===== src/rtl/aic_pkg.sv =====
`default_nettype none
package aic_pkg;
   // ****************************************
   // sizes
   // ****************************************
   localparam int NUM_AXES = 4;
   localparam int ERR_W    = 18;
   localparam int EVT_W    = 20;
   localparam int EN_W     = 19;
   localparam int DATA_W   = 32;
   localparam int CODE_W   = 8;

   // ****************************************
   // command codes written by the cpu
   // ****************************************
   localparam logic [CODE_W-1:0] CMD_RD_ERR = 8'hF2;
   localparam logic [CODE_W-1:0] CMD_RD_EVT = 8'hF3;
   localparam logic [CODE_W-1:0] CMD_WR_EN  = 8'hAC;

   // ****************************************
   // field positions and reset values
   // ****************************************
   localparam int EN_BIT_DR  = 17;
   localparam int EN_BIT_CSA = 18;
   localparam logic [ERR_W-1:0]  ERR_UNDEF_MASK  = 18'h00800;
   localparam logic [ERR_W-1:0]  ERR_NOSTOP_MASK = 18'h30000;
   localparam logic [ERR_W-1:0]  ERR_RESET       = 18'h00000;
   localparam logic [EVT_W-1:0]  EVT_RESET       = 20'h00000;
   localparam logic [EN_W-1:0]   EN_RESET        = 19'h00000;
   localparam logic [DATA_W-1:0] RD_RESET        = 32'h00000000;

   // ****************************************
   // carriers
   // ****************************************
   // packed msb first, so each field lands on its cause bit
   typedef struct packed {
      logic       pulser_err;
      logic       encoder_err;
      logic       range_ovf;
      logic       pulser_ovf;
      logic       interp_peer;
      logic       data_err;
      logic       undef;
      logic       slowdown;
      logic       emergency;
      logic       sync_stop;
      logic       alarm;
      logic       neg_end_limit;
      logic       pos_end_limit;
      logic [4:0] cmp_stop;
   } aic_err_src_t;

   typedef struct packed {
      logic       sync_start;
      logic       manual_dir_neg_chg;
      logic       manual_dir_pos_chg;
      logic       slowdown_on;
      logic       origin_latch;
      logic       latch;
      logic       counter_clear;
      logic [4:0] cmp_met;
      logic       decel_end;
      logic       decel_start;
      logic       accel_end;
      logic       accel_start;
      logic       cmp5_pre_free;
      logic       pre2_free;
      logic       next_start;
      logic       auto_stop;
   } aic_evt_src_t;

   typedef struct packed {
      logic              valid;
      logic [1:0]        axis;
      logic [CODE_W-1:0] code;
      logic [DATA_W-1:0] data;
   } aic_cmd_t;

   typedef struct packed {
      logic stop_int;
      logic err_int;
      logic evt_int;
   } aic_msts_t;
endpackage
`default_nettype wire


===== src/rtl/aic_top.sv =====
`timescale 1ns/1ps
`default_nettype none
module aic_top
   import aic_pkg::*;
(
   // clock and reset
   input  wire logic                          CLK,
   input  wire logic                          RST_B,
   // cpu command and buffer
   input  wire aic_cmd_t                      CMD,
   output var  logic [DATA_W-1:0]             RD_DATA,
   output var  logic                          RD_VALID,
   // cause sources from the motion engine
   input  wire aic_err_src_t [NUM_AXES-1:0]   ERR_SRC,
   input  wire aic_evt_src_t [NUM_AXES-1:0]   EVT_SRC,
   input  wire logic [NUM_AXES-1:0]           STOP_DONE,
   input  wire logic [NUM_AXES-1:0]           PRE_PENDING,
   input  wire logic [NUM_AXES-1:0]           START_CMD_RUN,
   input  wire logic [NUM_AXES-1:0]           MSTS_RD,
   // configuration
   input  wire logic [NUM_AXES-1:0]           STOP_INT_EN,
   input  wire logic [NUM_AXES-1:0]           STOP_SUPPRESS,
   input  wire logic                          INT_MASK,
   // status and interrupt
   output var  aic_msts_t [NUM_AXES-1:0]      MSTS,
   output var  logic [NUM_AXES-1:0]           STOP_REQ,
   output var  logic                          INT_N
);

   // ****************************************
   // enable to cause bit mapping
   // ****************************************
   // both direction changes share one enable, sync start sits one up
   function automatic logic [EVT_W-1:0] en_map(input logic [EN_W-1:0] en);
      en_map = {en[EN_BIT_CSA], en[EN_BIT_DR], en[EN_BIT_DR:0]};
   endfunction

   logic [NUM_AXES-1:0]   pend;
   logic [ERR_W-1:0]      err_all [NUM_AXES];
   logic [EVT_W-1:0]      evt_all [NUM_AXES];

   // ****************************************
   // per axis cause registers
   // ****************************************
   for (genvar a = 0; a < NUM_AXES; a++) begin : g_axis
      logic             hit;
      logic             rd_err;
      logic             rd_evt;
      logic [ERR_W-1:0] err_q;
      logic [ERR_W-1:0] err_d;
      logic [EVT_W-1:0] evt_q;
      logic [EVT_W-1:0] evt_d;
      logic [EN_W-1:0]  en_q;
      logic             seni_q;
      logic             seni_set;

      assign hit    = CMD.valid && (CMD.axis == 2'(a));
      assign rd_err = hit && (CMD.code == CMD_RD_ERR);
      assign rd_evt = hit && (CMD.code == CMD_RD_EVT);

      // set wins over the read clear, so a same-cycle cause survives
      always_comb begin
         err_d = (err_q & {ERR_W{!rd_err}}) | ERR_SRC[a];
         err_d = err_d & ~ERR_UNDEF_MASK;
      end

      always_comb begin
         evt_d = (evt_q & {EVT_W{!rd_evt}}) | (EVT_SRC[a] & en_map(en_q));
      end

      always_ff @(posedge CLK or negedge RST_B) begin
         if (!RST_B) begin
            err_q <= ERR_RESET;
         end else begin
            err_q <= err_d;
         end
      end

      always_ff @(posedge CLK or negedge RST_B) begin
         if (!RST_B) begin
            evt_q <= EVT_RESET;
         end else begin
            evt_q <= evt_d;
         end
      end

      always_ff @(posedge CLK or negedge RST_B) begin
         if (!RST_B) begin
            en_q <= EN_RESET;
         end else if (hit && (CMD.code == CMD_WR_EN)) begin
            en_q <= CMD.data[EN_W-1:0];
         end
      end

      // a start command run has nothing queued, so it is never suppressed
      assign seni_set = STOP_DONE[a] && STOP_INT_EN[a]
                        && (!STOP_SUPPRESS[a] || START_CMD_RUN[a] || !PRE_PENDING[a]);

      always_ff @(posedge CLK or negedge RST_B) begin
         if (!RST_B) begin
            seni_q <= 1'b0;
         end else begin
            seni_q <= seni_set || (seni_q && !MSTS_RD[a]);
         end
      end

      always_ff @(posedge CLK or negedge RST_B) begin
         if (!RST_B) begin
            MSTS[a]     <= '0;
            STOP_REQ[a] <= 1'b0;
         end else begin
            MSTS[a]     <= '{stop_int: seni_q, err_int: |err_q, evt_int: |evt_q};
            STOP_REQ[a] <= |(ERR_SRC[a] & ~ERR_NOSTOP_MASK & ~ERR_UNDEF_MASK);
         end
      end

      // an enable withdrawn later also withdraws a pending event
      assign pend[a]    = (|err_q) || (|(evt_q & en_map(en_q))) || seni_q;
      assign err_all[a] = err_q;
      assign evt_all[a] = evt_q;
   end

   // ****************************************
   // shared interrupt output
   // ****************************************
   // mask only gates the pin; causes keep collecting underneath
   always_ff @(posedge CLK or negedge RST_B) begin
      if (!RST_B) begin
         INT_N <= 1'b1;
      end else begin
         INT_N <= !((|pend) && !INT_MASK);
      end
   end

   // ****************************************
   // read buffer
   // ****************************************
   // the buffer shows the value before the clear takes effect
   always_ff @(posedge CLK or negedge RST_B) begin
      if (!RST_B) begin
         RD_DATA  <= RD_RESET;
         RD_VALID <= 1'b0;
      end else begin
         RD_VALID <= CMD.valid && ((CMD.code == CMD_RD_ERR) || (CMD.code == CMD_RD_EVT));
         if (CMD.valid && (CMD.code == CMD_RD_ERR)) begin
            RD_DATA <= {{(DATA_W-ERR_W){1'b0}}, err_all[CMD.axis]};
         end else if (CMD.valid && (CMD.code == CMD_RD_EVT)) begin
            RD_DATA <= {{(DATA_W-EVT_W){1'b0}}, evt_all[CMD.axis]};
         end
      end
   end
endmodule // aic_top
`default_nettype wire


===== config.mk =====
export PLATFORM = sky130hd
export DESIGN_NAME = aic_top
export DESIGN_NICKNAME = d
export VERILOG_FILES = /design/src/rtl/aic_pkg.sv /design/src/rtl/aic_top.sv
export SDC_FILE = /design/constraint.sdc
export NUM_CORES = 1
export LEC_CHECK = 0
export BUFFER_PORTS_ARGS = -buffer_cell sky130_fd_sc_hd__buf_2
export CORE_MARGIN = 8
export CORE_UTILIZATION = 45
export CTS_CLUSTER_SIZE = 30
export DETAILED_ROUTE_END_ITERATION = 10
export PLACE_DENSITY = 0.76
export SLEW_MARGIN = 20
export SYNTH_ARGS = -nofsm -noshare
export SYNTH_HDL_FRONTEND = slang
export SYNTH_SLANG_ARGS = --single-unit

===== constraint.sdc =====
create_clock -name CLK -period 2.3 [get_ports CLK]
set_input_delay 0.23 -clock CLK [delete_from_list [all_inputs] [get_ports CLK]]
set_output_delay 0.23 -clock CLK [all_outputs]
set_load 0.01 [all_outputs]

### Yosys cells after proc, flatten, opt, wreduce, memory -nomap -nowiden

Cells that the tools add are included.

* register bits after elaboration: 278
* bits in latches: 0
* RAM bits: 0
* ROM bits: 0
* input port bits: 222
* memories: 0
* logic and storage cells: 169
* output and inout port bits: 50

* bitwise gates (word level): 25
* $lt $le $gt $ge: 1
* shift operators: 0
* multiplexer cells: 8
* div/mod/pow operators: 0
* equality and inequality tests: 6
* add/sub/neg operators: 0
* reduce and logical (&&, ||, !) cells: 94
* $mul: 0

Operators by type and width (count)
* $and 20x20->20: 12
* $reduce_or 20->1: 8
* $or 20x20->20: 4
* $and 18x18->18: 4
* $or 18x18->18: 4
* $reduce_or 17->1: 4
* $mux 32: 2
* $reduce_or 15->1: 4
* $bmux 20 s2: 1
* $mux 20: 2
* $bmux 18 s2: 1
* $mux 18: 2
* $logic_and 1x1->1: 32
* $eq 8x8->1 const B: 3
* $logic_not 1->1: 22
* $logic_or 1x1->1: 21
* $eq 2x2->1 const B: 2
* $reduce_or 4->1: 1
* $ge 3x3->1 const B: 1
* $not 2->3: 1
* $eq 2x1->1 const B: 1
* $logic_not 2->1: 1
* $reduce_bool 2->1: 1

### Longest topological paths before layout

* depth after elaboration: 7
* mapped depth: 7
* gate-level depth less buffers: 5

### Worst setup path before layout

No wires, ideal clock.

* kind: input to register
* from: input port CMD[32] (netlist bit)
* to: register g_axis[2].en_q[10]
* arrival: 1.639 ns
* buffers on the path: 3
* required time: 2.175 ns
* stages on the path: 7
* slack: 0.536 ns
* library setup time: 0.125 ns
* path through: buf_6 > nor4_4 > nand4_2 > nor3b_1 > buf_2 > buf_4 > mux2_2

* word-level cells in the longest chain between the ends: 2

RTL lines
* from (decl): RTL line aic_top.sv:10 `input wire aic_cmd_t CMD,`
* $eq 8x8->1: RTL line aic_top.sv:90 `end else if (hit && (CMD.code == CMD_WR_EN)) begin`
* $logic_and 1x1->1: RTL line aic_top.sv:90
* to (signal assigned): RTL line aic_top.sv:91 `en_q <= CMD.data[EN_W-1:0];`
* to (decl): RTL line aic_top.sv:53 `logic [EN_W-1:0] en_q;`

Every way passes these cells.
A chain may end at the register's enable or synchronous reset.

### Final worst setup path

* from: register g_axis[2].err_q[7]
* to: register INT_N

* word-level cells in the longest chain between the ends: 6

RTL lines
* from (decl): RTL line aic_top.sv:49 `logic [ERR_W-1:0] err_q;`
* from (signal assigned): RTL line aic_top.sv:75 `err_q <= err_d;`
* $reduce_or 17->1: RTL line aic_top.sv:118 `assign pend[a] = (|err_q) || (|(evt_q & en_map(en_q))) || seni_q;`
* $logic_or 1x1->1 (2 in series): RTL line aic_top.sv:118
* $reduce_or 4->1: RTL line aic_top.sv:131 `INT_N <= !((|pend) && !INT_MASK);`
* $logic_and 1x1->1: RTL line aic_top.sv:131
* $logic_not 1->1: RTL line aic_top.sv:131
* to (signal assigned): RTL line aic_top.sv:131
* to (decl): RTL line aic_top.sv:27 `output var logic INT_N`

Every way passes these cells.

==> run metrics <==
status=finished clean; Tmin final=2.24 ns; DRT iter0 DRCs=between 1,000 and 1,500; Die Ht=174 um; grt ovf=0; root buf cell=clkbuf_16; port bufs=between 200 and 250; Worst path depth=5; worst path cell trace=nor4_1, nand4_1, or4_1, nor4_1, a31o_2; max-slew violations=0; Fin Setup TNS=0 ns; share of the synthesized area in the top cell type=0.587; detailed-route via count=about 9,700; storage element area=roughly 0.0067 mm^2; Pleak=slightly above 7 nW; clock buffer count from CTS=28; combined area of the multi-input logic cells=around 0.0044 mm^2; RSZ-0062 raised after global routing=false; Max Cap Viol=0; core footprint=0.0249 mm^2; most numerous cell in the Yosys netlist=dfrtp_1; reg2reg path depth=5; Worst-Skew Late Latency=approximately 0.55 ns; io pins=between 200 and 300; Post-CTS Resized=0; share of cells above drive strength 1=0.344; Final Setup Violations=0; Mapped Area=approximately 0.011 mm^2; period utilization=0.974; number of sinks on the clock net=266; Via density=approximately 6.1; crit start category=flip-flop; num rows=58; hold crit path type=in -> reg; Final nets=between 1,000 and 1,500; drt total wl=41,600 um; peak supply drop=about 0.5 mV; Detail Route Antenna Nets=0; Worst-Margin Slew=0.641 ns; FF+latch count, synth=266; pin count of the biggest net entering global routing=slightly below 70; cells after synthesis=between 800 and 900; Fmax achieved=446 MHz; Yosys cell types=37; initial antenna violation count=6; Mean Syn Cell Area=roughly 14 um^2; full die area=about 0.030 mm^2; Hold Violations, Final=0; Buf/Inv on CP=0; final core area utilization=0.628; Detailed Routing Iterations Pass 1=5; CP max stage delay=around 0.5 ns; crit-path max FO=3; final worst-path setup slack=between 0.05 and 0.06 ns; Starting Density=0.454; number of synthesized flops with an enable pin=0; fillers=1,830; vias in the first global route=roughly 11,000; Req. time, crit path=roughly 2.8 ns; cell family with the largest share of critical-path delay=simple AND/OR/NAND/NOR gates; clock slew at reported path FFs=0.06 ns; Synth area leader=dfrtp_1; pwr dens=about 740 mW/mm^2; Slew headroom=0.571; Setup crit end kind=flip-flop; drt wl/cell=around 26 um; top cells by area in the synthesized netlist=dfrtp_1 (59%), mux4_2 (7.4%), a22o_1 (6.7%), mux2_2 (6.6%), a21o_1 (4.5%); Setup WS pre-CTS=around 0.27 ns; Top FF cell, synth=dfrtp_1; global-route wire length before repair=62,700 um; register area share after synthesis=0.589; Area growth syn-to-layout=38.4%; Crit-path slowest cell=or4_1; DRC viols=0; # H-tree levels=1; DPL Wire Length=approximately 27,000 um; CP Class=reg -> reg; RD Place Congestion=roughly 0.94; Die Width=approximately 170 um; Worst Path Arrival=between 2 and 3 ns; Yosys Warn Count=0; deepest clock path buffer count=3; FFs w/ async S/R, synth=1.00; skew final=around 0.022 ns; CP dominant cell by count=nor4_1; Total GRT Usage=0.269; synth cell count leaders=dfrtp_1 (265), a22o_1 (87), a21o_1 (68), mux2_2 (66), nor4_1 (46); CTS tree=built; hold path depth=2
==> where the power goes <==
group	switching, mW	internal, mW
registers	0.402	5.00
clock network	1.93	2.73
logic	0.670	0.819
==> cell usage in the layout (no fill, tap or decap), drive strengths merged, types with 9 or more instances in the layout <==
cell | synthesis | routed
mux2i | 17 | 17
buf | 30 | 267
nand3 | 14 | 14
dfrtp | 265 | 265
clkinv | 1 | 9
mux2 | 76 | 76
conb | 1 | 12
dlygate4sd3 | 0 | 172
a22o | 87 | 87
nand4 | 17 | 17
nor4 | 47 | 47
nand2 | 31 | 31
clkbuf | 18 | 38
o21ai | 25 | 25
mux4 | 37 | 37
a21o | 68 | 68
a22oi | 22 | 22
==> final timing paths <==
check                                   start           endpoint  slack [ns]
min                                    CMD[7]  g_axis[0].en_q[7]        0.02
max reg2reg                g_axis[2].err_q[7]              INT_N        0.06
min reg2reg                  g_axis[2].seni_q            MSTS[8]        0.40
min in group asynchronous               RST_B        STOP_REQ[2]        0.24
max                        g_axis[2].err_q[7]              INT_N        0.06
max in group asynchronous               RST_B  g_axis[3].en_q[0]        1.24
==> area by class of cell <==
cell class | instances | area share
Timing Repair Buffer | 439 | 0.205
Inverter | 5 | 0.00120
Tap cell | 330 | 0.0264
Clock inverter | 12 | 0.00960
Multi-Input combinational cell | 494 | 0.281
Antenna cell | 4 | 0.000640
Sequential cell | 266 | 0.426
Clock buffer | 38 | 0.0504
==> kinds of logic after synthesis <==
logic type / Yosys count / share of synthesized area
AOI/OAI and AO/OA: 214 / 0.147
buffers and inverters: 53 / 0.0264
DFF: 266 / 0.589
muxes: 130 / 0.168
other: 1 / 0.000332
and+or+nand+nor: 138 / 0.0690
==> per-stage QoR <==
step | total power, mW | hold slack [ns] | cells | instance area, um^2
after global routing | 11.9 | 0.0260 | 1588 | 15600
after global placement | 6.63 | 0.221 | 1362 | 13000
after CTS | 11.5 | 0.00855 | 1584 | 15600
after floorplan | 5.94 | -0.0656 | 813 | 11300
final | 11.6 | 0.0226 | 1588 | 15600
after detailed placement | 6.67 | 0.220 | 1362 | 13000
==> what timing repair did <==
action,in CTS,in global routing
endpoints found under the setup margin,0,0
endpoints found under the hold margin,267,0
buffers inserted,0,0
hold buffers,172,0
==> metal layers <==
layer / part of all wire / global-route usage / vias to the layer above
met4: 0.075 / 0.188 / 4
met2: 0.46 / 0.410 / 668
met3: 0.11 / 0.0801 / 221
li1: - / - / 4005
met5: 0.00072 / 0 / -
met1: 0.36 / 0.325 / 4827
==> registers in the layout (all words and copies together), names as in the netlist <==
register,cells
STOP_REQ,4
RD_VALID,1
MSTS,12
RD_DATA,20
g_axis.en_q,76
g_axis.err_q,68
g_axis.evt_q,80
INT_N,1
g_axis.seni_q,4
Note: power is estimated with default switching activity, not from simulation.
